<file path="config.mk">
export PLATFORM = sky130hd
export DESIGN_NAME = pgx_call_unit
export DESIGN_NICKNAME = d
export VERILOG_FILES = /design/src/include/pgx_pkg.sv /design/src/verilog/pgx_call_unit.sv
export SDC_FILE = /design/constraint.sdc
export NUM_CORES = 1
export LEC_CHECK = 0
export CORE_ASPECT_RATIO = 1.4
export CORE_MARGIN = 10
export CORE_UTILIZATION = 60
export CTS_CLUSTER_DIAMETER = 60
export DETAILED_ROUTE_END_ITERATION = 10
export DONT_BUFFER_PORTS = 1
export GPL_TIMING_DRIVEN = 0
export MAX_ROUTING_LAYER = met4
export PLACE_DENSITY = 0.76
export SETUP_SLACK_MARGIN = 0.05
export SYNTH_ARGS = -nofsm -noshare
export SYNTH_HDL_FRONTEND = slang
export SYNTH_SLANG_ARGS = --single-unit
</file>
<file path="constraint.sdc">
create_clock -name core_clk -period 12.9 [get_ports core_clk]
set_clock_uncertainty 0.05 [all_clocks]
set_input_delay 2.58 -clock core_clk [delete_from_list [all_inputs] [get_ports core_clk]]
set_output_delay 2.58 -clock core_clk [all_outputs]
set_load 0.005 [all_outputs]
</file>
<file path="src/include/pgx_pkg.sv">
/*
 * shared constants and types for the program page call/return unit.
 * assumes a 16-bit cpu address, byte-wide memory and a downward stack.
 */
package pgx_pkg;

    // ==========================================================
    // widths
    localparam int PAGE_W = 6;
    localparam int ADDR_W = 16;
    localparam int EXT_W  = 20;
    localparam int OFS_W  = 14;

    // ==========================================================
    // address map
    localparam logic [15:0] WIN_BASE     = 16'h8000;
    localparam logic [15:0] WIN_LAST     = 16'hbfff;
    localparam logic [15:0] UNPAGED_BASE = 16'hc000;
    localparam logic [3:0]  EXT_PAD      = 4'h0;

    // ==========================================================
    // reset values and stack frame offsets
    localparam logic [5:0]  PAGE_RST = 6'h00;
    localparam logic [15:0] OFS_ONE  = 16'h0001;
    localparam logic [15:0] OFS_TWO  = 16'h0002;
    localparam logic [15:0] OFS_THR  = 16'h0003;

    // ==========================================================
    // types
    typedef enum logic [1:0] {
        PGX_CALL_IMM = 2'b00,
        PGX_CALL_IND = 2'b01,
        PGX_RET      = 2'b10
    } pgx_op_t;

    typedef enum logic [3:0] {
        PGX_IDLE     = 4'b0000,
        PGX_FETCH_HI = 4'b0001,
        PGX_FETCH_LO = 4'b0010,
        PGX_FETCH_PG = 4'b0011,
        PGX_PUSH_RLO = 4'b0100,
        PGX_PUSH_RHI = 4'b0101,
        PGX_PUSH_PG  = 4'b0110,
        PGX_POP_PG   = 4'b0111,
        PGX_POP_HI   = 4'b1000,
        PGX_POP_LO   = 4'b1001
    } pgx_state_t;

    typedef struct packed {
        pgx_op_t     op;
        logic [5:0]  page;
        logic [15:0] target;
        logic [15:0] pc;
        logic [2:0]  len;
        logic [15:0] ptr;
        logic [15:0] sp;
    } pgx_cmd_t;

    typedef struct packed {
        logic        req;
        logic        we;
        logic [15:0] addr;
        logic [7:0]  wdata;
    } pgx_mem_t;

endpackage : pgx_pkg

</file>
<file path="src/verilog/pgx_call_unit.sv">
/*
 * program page select register, window address translation and the
 * far call / far return sequencer that saves and restores the page.
 * assumes memory and stack on the same clock, answering with mem_ack.
 */
`timescale 1ns/100ps
`default_nettype none

// How it works
// - page select held here; written by load/store port and by call/return
// - six-bit page picks one of 64 pages into the 16K window
// - addresses 0xc000 to 0xffff never use the page select value
// - vector fetches always translate unpaged, whatever the page is
// - call and return run atomically; interrupt hold is raised throughout
// - call saves old page in temp and loads new page in the same cycle
// - call computes return address and pushes it onto the stack
// - call then pushes the saved old page value
// - call ends with queue refill and jump to target in new page
// - non-indirect call takes its page from the command's immediate field
// - indirect call reads target and page through a memory pointer
// - return pops page and address, restores page, refills, resumes
// - call accepted from any address to any target
// - paged address is page bits 19:14 joined to cpu bits 13:0
module pgx_call_unit (
    input  wire logic              core_clk,     // core clock
    input  wire logic              rst,          // async reset, high
    input  wire logic [15:0]       acc_addr,     // cpu address to map
    input  wire logic              acc_vec,      // access is a vector fetch
    output logic      [19:0]       xl_addr,      // mapped address
    output logic                   xl_paged,     // mapped through window
    input  wire logic              pg_wr,        // load/store write of page
    input  wire logic [5:0]        pg_wdata,     // page write data
    output logic      [5:0]        page_sel,     // program_page_select
    input  wire logic              cmd_valid,    // call/return request
    input  wire pgx_pkg::pgx_cmd_t cmd,          // request fields
    output logic                   irq_hold,     // sequence busy, no irq
    output logic                   done,         // sequence finished
    output logic      [15:0]       jump_addr,    // where to resume
    output logic      [15:0]       sp_out,       // new stack pointer
    output pgx_pkg::pgx_mem_t      mem,          // memory request
    input  wire logic              mem_ack,      // memory access done
    input  wire logic [7:0]        mem_rdata     // memory read data
);

    // ==========================================================
    // address translation
    logic [19:0] xl_addr_reg;
    logic [19:0] xl_addr_next;
    logic        xl_paged_reg;
    logic        xl_paged_next;
    logic [5:0]  page_reg;
    logic        in_win;
    logic        fixed_area;

    always_comb begin
        in_win = (acc_addr >= pgx_pkg::WIN_BASE)
            && (acc_addr <= pgx_pkg::WIN_LAST);
        fixed_area = (acc_addr >= pgx_pkg::UNPAGED_BASE);
        xl_paged_next = in_win && !fixed_area && !acc_vec;
        if (xl_paged_next) begin
            xl_addr_next = {page_reg,
                acc_addr[pgx_pkg::OFS_W-1:0]};
        end else begin
            xl_addr_next = {pgx_pkg::EXT_PAD, acc_addr};
        end
    end

    always_ff @(posedge core_clk or posedge rst) begin
        if (rst) begin
            xl_addr_reg  <= 20'h00000;
            xl_paged_reg <= 1'b0;
        end else begin
            xl_addr_reg  <= xl_addr_next;
            xl_paged_reg <= xl_paged_next;
        end
    end

    // ==========================================================
    // call / return sequencer
    pgx_pkg::pgx_state_t state_reg;
    pgx_pkg::pgx_state_t state_next;
    logic [5:0]          page_next;
    logic [5:0]          tmp_reg;
    logic [5:0]          tmp_next;
    logic [15:0]         tgt_reg;
    logic [15:0]         tgt_next;
    logic [15:0]         ret_reg;
    logic [15:0]         ret_next;
    logic [15:0]         ptr_reg;
    logic [15:0]         ptr_next;
    logic [15:0]         sp_reg;
    logic [15:0]         sp_next;
    logic                busy_reg;
    logic                busy_next;
    logic                done_reg;
    logic                done_next;
    logic [15:0]         jump_reg;
    logic [15:0]         jump_next;
    pgx_pkg::pgx_mem_t   mem_reg;
    pgx_pkg::pgx_mem_t   mem_next;

    always_comb begin
        state_next = state_reg;
        page_next  = page_reg;
        tmp_next   = tmp_reg;
        tgt_next   = tgt_reg;
        ret_next   = ret_reg;
        ptr_next   = ptr_reg;
        sp_next    = sp_reg;
        busy_next  = busy_reg;
        done_next  = 1'b0;
        jump_next  = jump_reg;
        mem_next   = mem_reg;
        case (state_reg)
            pgx_pkg::PGX_IDLE: begin
                if (pg_wr) begin
                    page_next = pg_wdata;
                end
                if (cmd_valid) begin
                    // no address check: any source, any target
                    busy_next = 1'b1;
                    ptr_next  = cmd.ptr;
                    sp_next   = cmd.sp;
                    tgt_next  = cmd.target;
                    ret_next  = cmd.pc + {13'h0000, cmd.len};
                    case (cmd.op)
                        pgx_pkg::PGX_CALL_IND: begin
                            mem_next   = '{1'b1, 1'b0, cmd.ptr,
                                8'h00};
                            state_next = pgx_pkg::PGX_FETCH_HI;
                        end
                        pgx_pkg::PGX_RET: begin
                            mem_next   = '{1'b1, 1'b0, cmd.sp,
                                8'h00};
                            state_next = pgx_pkg::PGX_POP_PG;
                        end
                        default: begin
                            tmp_next   = page_reg;
                            page_next  = cmd.page;
                            mem_next   = '{1'b1, 1'b1,
                                cmd.sp - pgx_pkg::OFS_ONE,
                                ret_next[7:0]};
                            state_next = pgx_pkg::PGX_PUSH_RLO;
                        end
                    endcase
                end
            end
            pgx_pkg::PGX_FETCH_HI: begin
                if (mem_ack) begin
                    tgt_next[15:8] = mem_rdata;
                    mem_next.addr  = ptr_reg + pgx_pkg::OFS_ONE;
                    state_next     = pgx_pkg::PGX_FETCH_LO;
                end
            end
            pgx_pkg::PGX_FETCH_LO: begin
                if (mem_ack) begin
                    tgt_next[7:0] = mem_rdata;
                    mem_next.addr = ptr_reg + pgx_pkg::OFS_TWO;
                    state_next    = pgx_pkg::PGX_FETCH_PG;
                end
            end
            pgx_pkg::PGX_FETCH_PG: begin
                if (mem_ack) begin
                    tmp_next   = page_reg;
                    page_next  = mem_rdata[5:0];
                    mem_next   = '{1'b1, 1'b1,
                        sp_reg - pgx_pkg::OFS_ONE, ret_reg[7:0]};
                    state_next = pgx_pkg::PGX_PUSH_RLO;
                end
            end
            pgx_pkg::PGX_PUSH_RLO: begin
                if (mem_ack) begin
                    mem_next.addr  = sp_reg - pgx_pkg::OFS_TWO;
                    mem_next.wdata = ret_reg[15:8];
                    state_next     = pgx_pkg::PGX_PUSH_RHI;
                end
            end
            pgx_pkg::PGX_PUSH_RHI: begin
                if (mem_ack) begin
                    mem_next.addr  = sp_reg - pgx_pkg::OFS_THR;
                    mem_next.wdata = {2'b00, tmp_reg};
                    state_next     = pgx_pkg::PGX_PUSH_PG;
                end
            end
            pgx_pkg::PGX_PUSH_PG: begin
                if (mem_ack) begin
                    mem_next.req = 1'b0;
                    sp_next      = sp_reg - pgx_pkg::OFS_THR;
                    jump_next    = tgt_reg;
                    done_next    = 1'b1;
                    busy_next    = 1'b0;
                    state_next   = pgx_pkg::PGX_IDLE;
                end
            end
            pgx_pkg::PGX_POP_PG: begin
                if (mem_ack) begin
                    page_next     = mem_rdata[5:0];
                    mem_next.addr = sp_reg + pgx_pkg::OFS_ONE;
                    state_next    = pgx_pkg::PGX_POP_HI;
                end
            end
            pgx_pkg::PGX_POP_HI: begin
                if (mem_ack) begin
                    ret_next[15:8] = mem_rdata;
                    mem_next.addr  = sp_reg + pgx_pkg::OFS_TWO;
                    state_next     = pgx_pkg::PGX_POP_LO;
                end
            end
            pgx_pkg::PGX_POP_LO: begin
                if (mem_ack) begin
                    mem_next.req = 1'b0;
                    sp_next      = sp_reg + pgx_pkg::OFS_THR;
                    jump_next    = {ret_reg[15:8], mem_rdata};
                    done_next    = 1'b1;
                    busy_next    = 1'b0;
                    state_next   = pgx_pkg::PGX_IDLE;
                end
            end
            default: begin
                mem_next   = '{1'b0, 1'b0, 16'h0000, 8'h00};
                busy_next  = 1'b0;
                state_next = pgx_pkg::PGX_IDLE;
            end
        endcase
    end

    always_ff @(posedge core_clk or posedge rst) begin
        if (rst) begin
            state_reg <= pgx_pkg::PGX_IDLE;
            page_reg  <= pgx_pkg::PAGE_RST;
            tmp_reg   <= pgx_pkg::PAGE_RST;
            tgt_reg   <= 16'h0000;
            ret_reg   <= 16'h0000;
            ptr_reg   <= 16'h0000;
            sp_reg    <= 16'h0000;
            busy_reg  <= 1'b0;
            done_reg  <= 1'b0;
            jump_reg  <= 16'h0000;
            mem_reg   <= '{1'b0, 1'b0, 16'h0000, 8'h00};
        end else begin
            state_reg <= state_next;
            page_reg  <= page_next;
            tmp_reg   <= tmp_next;
            tgt_reg   <= tgt_next;
            ret_reg   <= ret_next;
            ptr_reg   <= ptr_next;
            sp_reg    <= sp_next;
            busy_reg  <= busy_next;
            done_reg  <= done_next;
            jump_reg  <= jump_next;
            mem_reg   <= mem_next;
        end
    end

    // ==========================================================
    // outputs
    assign xl_addr   = xl_addr_reg;
    assign xl_paged  = xl_paged_reg;
    assign page_sel  = page_reg;
    assign irq_hold  = busy_reg;
    assign done      = done_reg;
    assign jump_addr = jump_reg;
    assign sp_out    = sp_reg;
    assign mem       = mem_reg;

endmodule : pgx_call_unit

`default_nettype wire

</file>
Word level (Yosys, flattened, before mapping)
Cells that the tools add are included.
{"block": "word_totals", "reg_bits": 145, "in_bits": 111, "out_inout_bits": 87, "elab_cells": 146}
{"block": "op_classes", "add_sub_neg": 10, "magnitude_cmp": 3, "n_eq_ne": 24, "n_mux": 52, "n_bitwise": 5, "n_reduce_logical": 34}
{"operator": "$mux W16", "count": 11}
{"operator": "$pmux W16 S9", "count": 1}
{"operator": "$mux W26", "count": 2}
{"operator": "$pmux W25 S2", "count": 1}
{"operator": "$add A16 B2 Y16 const B", "count": 3}
{"operator": "$mux W24", "count": 2}
{"operator": "$pmux W16 S3", "count": 1}
{"operator": "$pmux W8 S2", "count": 3}
{"operator": "$mux W6", "count": 7}
{"operator": "$pmux W8 S5", "count": 1}
{"operator": "$mux W4", "count": 9}
{"operator": "$pmux W4 S9", "count": 1}
{"operator": "$add A16 B1 Y16 const B", "count": 2}
{"operator": "$ge A16 B16 Y1 const B", "count": 2}
{"operator": "$pmux W16 S2", "count": 1}
{"operator": "$sub A16 B1 Y16 const B", "count": 2}
{"operator": "$sub A16 B2 Y16 const B", "count": 2}
{"operator": "$pmux W6 S2", "count": 2}
{"operator": "$ne A2 B2 Y1 const B", "count": 11}
{"operator": "$mux W20", "count": 1}
{"operator": "$reduce_and A3 Y1", "count": 6}
{"operator": "$reduce_and A9 Y1", "count": 2}
{"operator": "$add A16 B3 Y16", "count": 1}
{"operator": "$eq A4 B3 Y1 const B", "count": 4}
{"operator": "25 further kinds", "count": 50}

Longest topological paths before layout
Gate-level depths: netlist (run 1).
{"block": "depth", "word_depth": 5, "mapped_depth": 16, "depth_no_buf": 11}

Worst setup path after synthesis (run 1)
OpenSTA, ideal clock, no wires.
{"block": "synth_path", "kind": "input-to-reg", "start": "input port cmd[73] (netlist bit)", "end": "register page_reg[0] (netlist: page_sel[0])", "setup_time_ps": 138, "arrival_time_ps": 4234, "t_required_ps": 12712, "setup_slack_ps": 8478, "path_stages": 9, "n_path_buf": 4, "path_cell_list": "inv_1 -> ha_1 -> clkbuf_1 -> clkbuf_1 -> clkbuf_1 -> nand2_1 -> clkbuf_1 -> o21ai_0 -> a21oi_1"}
{"block": "synth_via", "elab_chain_len": 5, "elab_cells_between_ends": 6, "classes_between": "2 x eq/ne; 3 x mux; 1 x reduce/logical"}
{"element": "start, declared", "line_no": "pgx_call_unit.sv:35", "text": "input wire pgx_pkg::pgx_cmd_t cmd,"}
{"element": "$eq A2 B2 Y1 / $eq A2 B1 Y1 (equally long branches)", "line_no": "pgx_call_unit.sv:126", "text": "case (cmd.op)"}
{"element": "$reduce_or A2 Y1 (no source line) *"}
{"element": "$mux W6 *", "line_no": "pgx_call_unit.sv:126"}
{"element": "$mux W6 *", "line_no": "pgx_call_unit.sv:119", "text": "if (cmd_valid) begin"}
{"element": "$pmux W6 S2 *", "line_no": "pgx_call_unit.sv:114", "text": "case (state_reg)"}
{"element": "end signal, assigned", "line_no": "pgx_call_unit.sv:230", "text": "page_reg <= pgx_pkg::PAGE_RST;"}
{"element": "end signal, assigned", "line_no": "pgx_call_unit.sv:242", "text": "page_reg <= page_next;"}
{"element": "end, declared", "line_no": "pgx_call_unit.sv:51", "text": "logic [5:0] page_reg;"}
Mark *: on every way between the ends. The rest lies on a longest branch, timed or not.
A chain may end at the register's enable or synchronous reset.

Worst setup path in the final report (run 1)
{"block": "layout_path", "start": "input port cmd[73] (netlist bit)", "end": "register page_reg[5] (netlist: page_sel[5])"}
Same word-level chain as after synthesis.

==> run summary, run 1 <==
Layout Cells excl Fill: 1,463
Max-Slew Margin vs Limit: 0.121
Clock Tree Buf Depth: 2
Level count of the clock H-tree: 4
Maximum number of pins on one net before global-route repair: 96
Start point of the worst min-delay path: ret_reg[7]$_DFFE_PP0P_
GRT overflow: 0
Critical Path Sink Type: flop
Core ar.: 16,300 µm²
Via density: 7.54
Number of instances in the synthesized netlist: 1,232
HPWL after detailed placement: 33.5 mm
All-Layer GR Usage: 0.407
CTS clock-pin slew for the worst setup and hold paths: 60 ps
Gp weighted congestion: 1.04
Minimum clock period: 5370 ps
Primary FF master, synth: sky130_fd_sc_hd__dfrtp_1
Diodes inserted: 0
Top fanout value on the critical path: 10
Worst-path cell chain: inv_1 > ha_1 > clkbuf_1 > clkbuf_1 > clkbuf_1 > nand2_1 > clkbuf_1 > o21ai_0 > a21oi_1
Avg Cell Area, Syn: 8.15 µm²
Peak supply drop: 0.167 mV
Number of max-cap violations: 0
Worst R2R Setup Slack: 7670 ps
Most frequent CP cell: sky130_fd_sc_hd__clkbuf_1
Cell family with most CP delay: buffers and inverters
Synth Warn #: 0
Initial antenna violation count: 0
Ratio of final minimum period to clock period: 0.416
Flip-flop count of the largest register after layout: 26
Clock insertion delay at the later pin of the skew report: 450 ps
CTS Root Cell: sky130_fd_sc_hd__clkbuf_16
Number of register bits inferred by synthesis: 145
FMAX: 186 MHz
Kind of start point of the critical path: input port
GR Util met2: 0.630
Data arrival time at the worst-slack endpoint: 5600 ps
Fraction of layout instances using a drive strength above 1: 0.0633
Fraction of registers with async set/reset: 1.00
Power per standard cell area: 263 nW/µm²
Number of slew-limit violations in the final report: 0
Worst setup path start: cmd[73]
Reg2reg path depth: 14
I/O Buffers: 0
Number of setup buffers added after CTS: 0
Reported leakage power: 4.47 nW
Met3 layer usage reported by global route: 0.135
Total Wirelength: 45.6 mm
Sequential cell area fraction in the yosys report: 0.361
Worst stage delay on the critical path: 780 ps
Clock power share: 0.184
Logic depth of the worst path, buffers included: 9
DRC marker count from the first detailed-route iteration: 1,372
Fillers: 1,270
Global routing's busiest layer: met2
Layout area overhead: 8.74%
# hold bufs at CTS: 0
Seq pwr share: 0.296
Vias in the first global route: 10,655
Worst Tran Pin Value: 1310 ps
Buffering stage count on the worst path with inverters included: 5
Overall die width: 129 µm
Number of enable-type register cells in the synthesized netlist: 0
Leading cell type in the layout, fill and taps excluded: sky130_fd_sc_hd__nand2_1
Die area: 22,400 µm²
Comb power frac: 0.520
Sw Ratio: 0.515
Die extent in y: 173 µm
Net switching power of the design: 1.48 mW
CTS sink cnt: 145
Via count of the routed design: 11,028
CTS resizes: 0
Final count of hold timing violations: 0
Required @ worst endpoint: 13,130 ps
TritonCTS clock tree: yes
Total clock buffers created by CTS: 17
Slowest cell on the critical path: sky130_fd_sc_hd__clkbuf_1
Antenna-violating nets left: 0
Met1 routing resource usage after global routing: 0.421
Row cnt: 55
Mapped Nets: 1,359
Router iterations before antenna repair: 9
Drt drc: 0
Timing endpoint of the critical path: page_sel[5]$_DFFE_PP0P_
Final hold slack: 442 ps
Sum of negative setup slack: 0 ps
Worst flop-to-flop path startpoint: state_reg[2]$_DFFE_PP0P_
Internal Dissipation: 1.39 mW
Endpoint of the worst-slack reg-to-reg timing path: mem[23]$_DFFE_PP0P_
Hold Crit Class: flop to flop
Result of the run: completed
Type of the worst setup path: input port to flop
Post-detailed-route wirelength per cell: 31.2 µm
Initial core utilization: 0.616
Synthesized area: 10,000 µm²
I/O pin count: 198
Number of setup violations in the final report: 0
Post-synth cell types: 81
Setup repair after global routing missed its margin: no
Commonest cells after routing, fill and taps aside: 194 x sky130_fd_sc_hd__nand2_1, 145 x sky130_fd_sc_hd__dfrtp_1, 114 x sky130_fd_sc_hd__o21ai_0
Number of nets at the end of the flow: 1,379
Global-route wire length before repair: 66.9 mm
Cells after DPL: 1,432
[worst reg2reg max path, cell delays in order, from the launching register on]
cell	delay (ps)
sky130_fd_sc_hd__dfrtp_1	510
sky130_fd_sc_hd__or4b_1	250
sky130_fd_sc_hd__buf_2	280
sky130_fd_sc_hd__buf_2	340
sky130_fd_sc_hd__clkbuf_1	670
sky130_fd_sc_hd__clkbuf_1	710
sky130_fd_sc_hd__o21ai_0	180
sky130_fd_sc_hd__ha_1	410
sky130_fd_sc_hd__nand3_1	300
sky130_fd_sc_hd__nor4_4	60
sky130_fd_sc_hd__a41oi_2	390
sky130_fd_sc_hd__nor2_1	130
sky130_fd_sc_hd__a221o_1	390
sky130_fd_sc_hd__a221oi_2	250
sky130_fd_sc_hd__a32oi_1	130
[cells in the mapped netlist, types with 9 or more instances]
| cell | instances | share of area |
|---|---|---|
| sky130_fd_sc_hd__nand2_1 | 194 | 0.073 |
| sky130_fd_sc_hd__dfrtp_1 | 145 | 0.36 |
| sky130_fd_sc_hd__o21ai_0 | 114 | 0.057 |
| sky130_fd_sc_hd__nor2_1 | 106 | 0.040 |
| sky130_fd_sc_hd__clkbuf_1 | 69 | 0.026 |
| sky130_fd_sc_hd__a21oi_1 | 68 | 0.034 |
| sky130_fd_sc_hd__xnor2_1 | 34 | 0.030 |
| sky130_fd_sc_hd__o22ai_1 | 33 | 0.021 |
| sky130_fd_sc_hd__mux2i_1 | 29 | 0.029 |
| sky130_fd_sc_hd__nor3_1 | 28 | 0.014 |
| sky130_fd_sc_hd__a31oi_1 | 24 | 0.015 |
| sky130_fd_sc_hd__a22o_1 | 23 | 0.020 |
| sky130_fd_sc_hd__nand3_1 | 23 | 0.011 |
| sky130_fd_sc_hd__xor2_1 | 23 | 0.020 |
| sky130_fd_sc_hd__a22oi_1 | 19 | 0.014 |
| sky130_fd_sc_hd__nand4_1 | 19 | 0.012 |
| sky130_fd_sc_hd__nor4_1 | 19 | 0.012 |
| sky130_fd_sc_hd__buf_2 | 18 | 0.0090 |
| sky130_fd_sc_hd__a221oi_1 | 16 | 0.014 |
| sky130_fd_sc_hd__inv_1 | 16 | 0.0060 |
| sky130_fd_sc_hd__ha_1 | 15 | 0.019 |
| sky130_fd_sc_hd__and3_1 | 13 | 0.0081 |
| sky130_fd_sc_hd__nor2b_1 | 12 | 0.0075 |
| sky130_fd_sc_hd__buf_1 | 11 | 0.0041 |
| sky130_fd_sc_hd__a211oi_1 | 9 | 0.0067 |
| sky130_fd_sc_hd__a32oi_1 | 9 | 0.0079 |
| sky130_fd_sc_hd__o221ai_1 | 9 | 0.0079 |
[metal layers]
layer  vias up  routed length [µm]
met5         -                   0
met4         0                4290
met3       327                5900
met2      1005               21100
met1      5131               14300
li1       4565                   -
[power by group through the flow]
stage	Clock (mW)	Sequential [mW]	Combinational, mW
final	0.529	0.849	1.49
after global routing	0.537	0.859	1.58
after CTS	0.518	0.837	1.43
after detailed placement	0	0.842	1.41
after global placement	0	0.831	1.38
after floorplan	0	0.754	0.986
[layout make-up]
cell class / instances / area (µm²) / area share
repair buffers: 1 / 27.5 / 0.00252
clock inverters: 14 / 170 / 0.0156
well taps: 199 / 249 / 0.0228
plain buffers: 102 / 418 / 0.0383
inverters: 17 / 68.8 / 0.00630
flip-flops and latches: 145 / 3630 / 0.332
clock buffers: 17 / 425 / 0.0390
multi-input cells: 968 / 5930 / 0.543
[worst min path at each step]
stage,to,cells past startpoint
after floorplan,ret_reg[0]$_DFFE_PP0P_,2
after global placement,ret_reg[0]$_DFFE_PP0P_,2
after detailed placement,ret_reg[1]$_DFFE_PP0P_,2
after CTS,ret_reg[7]$_DFFE_PP0P_,2
after global routing,ret_reg[4]$_DFFE_PP0P_,2
final,ret_reg[7]$_DFFE_PP0P_,2
[logic make-up after synthesis]
| family | count (synthesis) | synth area share |
|---|---|---|
| DFF | 145 | 0.361 |
| xor gates and xnor gates | 57 | 0.0497 |
| muxes | 37 | 0.0379 |
| buffers and inverters | 119 | 0.0480 |
| AOI/OAI and AO/OA | 381 | 0.249 |
| adders and majority gates | 16 | 0.0207 |
| and+or+nand+nor | 477 | 0.234 |
[per-stage QoR]
stage / setup slack (ps) / instance area [µm²] / power [mW] / util
2_1_floorplan: 6380 / 10000 / 1.74 / -
3_3_place_gp: 4990 / 10300 / 2.22 / 0.631
3_5_place_dp: 7340 / 10300 / 2.25 / 0.633
4_1_cts: 7760 / 10900 / 2.78 / 0.669
5_1_grt: 7430 / 10900 / 2.98 / 0.669
6_report: 7530 / 10900 / 2.87 / 0.669
Note: power is estimated with default switching activity, not from simulation.
==> inputs of run 2 (changes only) <==
--- a/config.mk
+++ b/config.mk
@@ -7,13 +7,13 @@
 export LEC_CHECK = 0
 export CORE_ASPECT_RATIO = 1.4
 export CORE_MARGIN = 10
-export CORE_UTILIZATION = 60
+export CORE_UTILIZATION = 59
 export CTS_CLUSTER_DIAMETER = 60
 export DETAILED_ROUTE_END_ITERATION = 10
 export DONT_BUFFER_PORTS = 1
 export GPL_TIMING_DRIVEN = 0
 export MAX_ROUTING_LAYER = met4
-export PLACE_DENSITY = 0.76
+export PLACE_DENSITY = 0.78
 export SETUP_SLACK_MARGIN = 0.05
 export SYNTH_ARGS = -nofsm -noshare
 export SYNTH_HDL_FRONTEND = slang
==> constraint.sdc (replaced) <==
create_clock -name core_clk -period 4.5 [get_ports core_clk]
set_clock_uncertainty 0.05 [all_clocks]
set_input_delay 0.9 -clock core_clk [delete_from_list [all_inputs] [get_ports core_clk]]
set_output_delay 0.9 -clock core_clk [all_outputs]
set_load 0.005 [all_outputs]
==> run 2 against run 1 <==
  * Combinational power rose to 2.8 times the previous value
  * Sequential share of layout area about the same
  * Cell area about the same
  * Die area increased by 1.5%
  * Worst setup slack worse by 7500 ps
  * Register-to-register slack got worse by 7600 ps
  * Core utilization decreased by 1.7 points
  * Worst hold slack worse by 7.6 ps
  * Clock power rose to 2.7 times the previous value
  * Sequential power grew to 2.8 times the previous value
  * Via count decreased by 2.5%
  * Non-clock buffer count unchanged
  * Largest cell class unchanged
==> run summary, run 2 (synthesis results as in run 1) <==
Worst flop-to-flop path startpoint: state_reg[3]$_DFFE_PP0P_
CTS sink cnt: 145
Count of cells along the worst hold path: 0
Required @ worst endpoint: 4720 ps
Core ar.: 16,700 µm²
Number of setup violations in the final report: 0
Overall die width: 130 µm
TritonCTS clock tree: yes
Hold endpoint: xl_addr[3]$_DFF_PP0_
Top fanout value on the critical path: 19
Commonest cells after routing, fill and taps aside: 194 x sky130_fd_sc_hd__nand2_1, 145 x sky130_fd_sc_hd__dfrtp_1, 114 x sky130_fd_sc_hd__o21ai_0
Final core occ: 0.652
Clock Tree Buf Depth: 2
Worst slack, placed: -191 ps
Power per standard cell area: 732 nW/µm²
Worst-path cell chain: buf_2 > nand4b_1 > buf_2 > nand2_1 > o21ai_0 > ha_1 > clkbuf_1 > nand4_1 > nor2_1 > a21oi_1 > o21ai_0 > a21oi_1 > a2111oi_0 > o221ai_1
Final hold slack: 434 ps
I/O Buffers: 0
DRC marker count from the first detailed-route iteration: 1,638
Buffering stage count on the worst path with inverters included: 3
All-Layer GR Usage: 0.376
GRT overflow: 0
Slowest cell on the critical path: sky130_fd_sc_hd__a2111oi_0
Fillers: 1,442
Die area: 22,700 µm²
Kind of start point of the critical path: flop
Level count of the clock H-tree: 4
Total Wirelength: 42.1 mm
Type of the worst setup path: flop to flop
Data arrival time at the worst-slack endpoint: 4690 ps
Post-detailed-route wirelength per cell: 28.7 µm
Worst R2R Setup Slack: 30 ps
Cells after DPL: 1,438
Final count of hold timing violations: 0
Min setup slack post-route: 31.8 ps
Drt drc: 0
HPWL after detailed placement: 31.5 mm
Reported leakage power: 4.47 nW
Critical Path Sink Type: flop
Via count of the routed design: 10,747
Diodes inserted: 0
Via density: 7.32
Vias in the first global route: 10,282
CTS clock-pin slew for the worst setup and hold paths: 80 ps
Minimum clock period: 4470 ps
Reg2reg path depth: 14
Flip-flop count of the largest register after layout: 26
Met1 routing resource usage after global routing: 0.413
Setup repair after global routing missed its margin: no
Number of max-cap violations: 0
Number of slew-limit violations in the final report: 0
Clock insertion delay at the later pin of the skew report: 440 ps
Ratio of final minimum period to clock period: 0.993
Global-route wire length before repair: 63.0 mm
Layout area overhead: 8.81%
Die extent in y: 174 µm
Total clock buffers created by CTS: 17
Router iterations before antenna repair: 8
Fraction of layout instances using a drive strength above 1: 0.0664
Row cnt: 56
Worst stage delay on the critical path: 750 ps
Initial core utilization: 0.600
I/O pin count: 198
Met3 layer usage reported by global route: 0.0999
Start point of the worst min-delay path: acc_addr[3]
Max-Slew Margin vs Limit: 0.168
Antenna-violating nets left: 0
FMAX: 224 MHz
Number of nets at the end of the flow: 1,379
CTS Root Cell: sky130_fd_sc_hd__clkbuf_16
Overall Power: 7.99 mW
Peak supply drop: 0.467 mV
Initial antenna violation count: 0
Gp weighted congestion: 1.10
GR Util met2: 0.587
Worst Tran Pin Value: 1240 ps
Layout Cells excl Fill: 1,468
Cell family with most CP delay: compound AO/OA/AOI/OAI gates
Global routing's busiest layer: met2
Endpoint of the worst-slack reg-to-reg timing path: mem[22]$_DFFE_PP0P_
Leading cell type in the layout, fill and taps excluded: sky130_fd_sc_hd__nand2_1
Result of the run: completed
Hold Crit Class: input port to flop
Number of setup buffers added after CTS: 0
Maximum number of pins on one net before global-route repair: 44
run 2: cell types whose count changed in the layout (fill, tap and decap cells not counted), moves of 2 or more:
cell | previous run | this run
sky130_fd_sc_hd__buf_12 | 0 | 3
sky130_fd_sc_hd__bufinv_16 | 2 | 0
sky130_fd_sc_hd__clkinv_8 | 0 | 2
sky130_fd_sc_hd__inv_6 | 5 | 7
run 2: layout make-up:
type	instances	area, µm²	share of cell area
Multi-Input combinational cell	968	5930	0.543
Sequential cell	145	3630	0.332
Clock buffer	18	429	0.0393
Buffer	100	412	0.0377
Tap cell	203	254	0.0232
Clock inverter	14	141	0.0129
Inverter	17	67.6	0.00618
Timing Repair Buffer	3	60.1	0.00550
run 2: stage by stage:
| stage | setup TNS [ps] | cell area (µm²) |
|---|---|---|
| after global routing | 0 | 10900 |
| final | 0 | 10900 |
| after CTS | 0 | 10900 |
| after global placement | -400 | 10300 |
| after detailed placement | -238 | 10400 |
| after floorplan | 0 | 10000 |
run 2: worst max-delay path by stage:
stage	start	to	slack, ps	cells past startpoint
final	state_reg[3]$_DFFE_PP0P_	mem[22]$_DFFE_PP0P_	30	14
after global routing	state_reg[3]$_DFFE_PP0P_	mem[22]$_DFFE_PP0P_	80	13
after CTS	state_reg[3]$_DFFE_PP0P_	mem[23]$_DFFE_PP0P_	220	14
after detailed placement	state_reg[3]$_DFFE_PP0P_	mem[23]$_DFFE_PP0P_	-190	14
after global placement	state_reg[3]$_DFFE_PP0P_	mem[23]$_DFFE_PP0P_	-260	14
after floorplan	state_reg[2]$_DFFE_PP0P_	mem[23]$_DFFE_PP0P_	1040	15
run 2: layer usage:
metal / part of all wire / vias up
met5: 0 / -
met4: 0.077 / 0
met3: 0.11 / 230
met2: 0.47 / 876
met1: 0.34 / 5057
li1: - / 4584
run 2: power breakdown:
part / switching, mW / total, mW / internal, mW
combinational: 2.86 / 4.19 / 1.33
clock: 0.670 / 1.41 / 0.736
sequential: 0.566 / 2.40 / 1.83
total: 4.09 / 7.99 / 3.90
run 2: what timing repair did:
action / in CTS / in global routing
gates resized for setup: 0 / 3
setup endpoints to repair: 4 / 2
hold buffers: 0 / 0
==> inputs of run 3 (changes only) <==
--- a/config.mk
+++ b/config.mk
@@ -7,13 +7,14 @@
 export LEC_CHECK = 0
 export CORE_ASPECT_RATIO = 1.4
 export CORE_MARGIN = 10
-export CORE_UTILIZATION = 59
+export CORE_UTILIZATION = 60
+export CTS_BUF_LIST = sky130_fd_sc_hd__clkbuf_4
 export CTS_CLUSTER_DIAMETER = 60
 export DETAILED_ROUTE_END_ITERATION = 10
 export DONT_BUFFER_PORTS = 1
 export GPL_TIMING_DRIVEN = 0
 export MAX_ROUTING_LAYER = met4
-export PLACE_DENSITY = 0.78
+export PLACE_DENSITY = 0.79
 export SETUP_SLACK_MARGIN = 0.05
 export SYNTH_ARGS = -nofsm -noshare
 export SYNTH_HDL_FRONTEND = slang
==> run 3 against run 2 <==
  * The flow now finishes with violations (max-capacitance violations, max-slew violations)
  * Sequential power barely moved
  * Critical path depth down 3
  * Clock power is 36% lower
  * Die area down 1.4%
  * Global-route usage is 3.0 points higher
  * Worst setup slack gained 130 ps
  * Wire length increased by 6.9%
  * Register-to-register slack better by 130 ps
  * Clock-buffer cell count unchanged
  * Critical path type unchanged
  * Largest cell class unchanged
  * Largest power group unchanged
==> run summary, run 3 (synthesis results as in run 1) <==
Max-Slew Margin vs Limit: -0.0944
Clock insertion delay at the later pin of the skew report: 610 ps
Result of the run: finished, violations left
Global-route wire length before repair: 67.1 mm
Reported leakage power: 4.35 nW
Vias in the first global route: 10,722
I/O pin count: 198
Leading cell type in the layout, fill and taps excluded: sky130_fd_sc_hd__nand2_1
Number of setup violations in the final report: 0
Maximum number of pins on one net before global-route repair: 47
Ratio of final minimum period to clock period: 0.963
Clock Tree Buf Depth: 2
Fraction of layout instances using a drive strength above 1: 0.0718
Gp weighted congestion: 1.12
Peak supply drop: 0.506 mV
Fillers: 1,365
HPWL after detailed placement: 33.9 mm
Power per standard cell area: 710 nW/µm²
Kind of start point of the critical path: flop
Buffering stage count on the worst path with inverters included: 3
Slowest cell on the critical path: sky130_fd_sc_hd__nor4_1
All-Layer GR Usage: 0.407
Via density: 7.41
Number of slew-limit violations in the final report: 6
Final count of hold timing violations: 0
Type of the worst setup path: flop to flop
Final core occ: 0.654
Minimum clock period: 4330 ps
Layout area overhead: 6.31%
Setup repair after global routing missed its margin: no
Number of nets at the end of the flow: 1,382
Initial core utilization: 0.616
CTS clock-pin slew for the worst setup and hold paths: 180 ps
Antenna-violating nets left: 0
Top fanout value on the critical path: 10
Die area: 22,400 µm²
TritonCTS clock tree: yes
Violations in the final reports: max-capacitance violations, max-slew violations
Hold Crit Class: input port to asynchronous set/reset pin
Total Wirelength: 45.0 mm
Level count of the clock H-tree: 4
Core ar.: 16,300 µm²
Total clock buffers created by CTS: 17
Cells after DPL: 1,434
GRT overflow: 0
FMAX: 231 MHz
Critical Path Sink Type: flop
Post-route cell area: 10,700 µm²
# hold bufs at CTS: 0
Drt drc: 0
Post-detailed-route wirelength per cell: 30.6 µm
Overall die width: 129 µm
Die extent in y: 173 µm
Row cnt: 55
I/O Buffers: 0
Data arrival time at the worst-slack endpoint: 4790 ps
Required @ worst endpoint: 4960 ps
CTS sink cnt: 145
Flip-flop count of the largest register after layout: 26
CTS Root Cell: sky130_fd_sc_hd__clkbuf_4
Commonest cells after routing, fill and taps aside: 194 x sky130_fd_sc_hd__nand2_1, 144 x sky130_fd_sc_hd__dfrtp_1, 114 x sky130_fd_sc_hd__o21ai_0
Layout Cells excl Fill: 1,471
Placed cell areas: 10,400 µm²
Router iterations before antenna repair: 7
Most frequent CP cell: sky130_fd_sc_hd__clkbuf_1
Initial antenna violation count: 2
DRC marker count from the first detailed-route iteration: 1,429
Worst-path cell chain: clkbuf_1 > clkbuf_1 > inv_1 > ha_1 > nand2_1 > nor3_1 > nor4_1 > o221ai_1 > a22oi_1 > a31oi_1 > a21o_1
Worst Tran Pin Value: 1630 ps
Cell family with most CP delay: simple AND/OR/NAND/NOR gates
Via count of the routed design: 10,897
Worst stage delay on the critical path: 1240 ps
Number of max-cap violations: 1
Sum of negative setup slack: 0 ps
==> run 3: cell count changes in the layout (fill, tap and decap cells not counted), sizes merged <==
cell	before	now
buf	34	39
inv	24	23
clkbuf	87	85
diode	0	4
clkinvlp	2	3
==> run 3: worst register-to-register path, delay by kind of cell (launching register included) <==
| family | cells | cell delay [ps] |
|---|---|---|
| simple gates | 3 | 1440 |
| buf+inv | 3 | 1080 |
| compound gates | 4 | 830 |
| flops | 1 | 530 |
| fa+ha+maj | 1 | 290 |
==> run 3: final cells by class <==
type	instances	area, µm²	share of cell area
Multi-Input combinational cell	968	5940	0.556
Sequential cell	145	3630	0.340
Inverter	17	67.6	0.00633
Tap cell	199	249	0.0233
Timing Repair Buffer	7	90.1	0.00844
Antenna cell	4	10.0	0.000938
Buffer	99	408	0.0382
Clock inverter	14	145	0.0136
Clock buffer	18	135	0.0127
==> run 3: metal layers <==
layer	GRT usage	up-vias	share of wire
met2	0.621	928	0.46
met4	0.301	0	0.091
met3	0.128	281	0.13
li1	-	4582	-
met1	0.432	5106	0.32
met5	-	-	0
==> run 3: power breakdown <==
part / internal (mW) / switching [mW]
combinational: 1.34 / 2.93
sequential: 1.83 / 0.587
clock: 0.257 / 0.643
==> run 3: worst paths after layout <==
| check | startpoint | end | slack, ps | cells past startpoint |
|---|---|---|---|---|
| worst max-delay path | sp_out[2]$_DFFE_PP0P_ | mem[15]$_DFFE_PP0P_ | 170 | 11 |
| worst min-delay path | rst | jump_addr[6]$_DFFE_PP0P_ | 240 | 1 |
| worst max register to register | sp_out[2]$_DFFE_PP0P_ | mem[15]$_DFFE_PP0P_ | 170 | 11 |
| worst min register to register | ret_reg[7]$_DFFE_PP0P_ | ret_reg[7]$_DFFE_PP0P_ | 460 | 2 |
| max in group asynchronous | rst | ret_reg[1]$_DFFE_PP0P_ | 2950 | 4 |
| min in group core_clk | acc_addr[6] | xl_addr[6]$_DFF_PP0_ | 250 | 0 |
==> run 3: per-stage QoR <==
| step | setup slack (ps) | hold slack, ps | power [mW] |
|---|---|---|---|
| 5_1_grt | 141 | 231 | 7.93 |
| 3_5_place_dp | -528 | 421 | 6.45 |
| 6_report | 167 | 244 | 7.58 |
| 4_1_cts | 157 | 260 | 7.34 |
| 2_1_floorplan | 1040 | 397 | 4.99 |
| 3_3_place_gp | -544 | 411 | 6.35 |
==> run 3: repair_timing <==
item	CTS	global route
endpoints found under the setup margin	9	4
pin swaps	0	0
gates resized for setup	5	2
buffers inserted	2	2
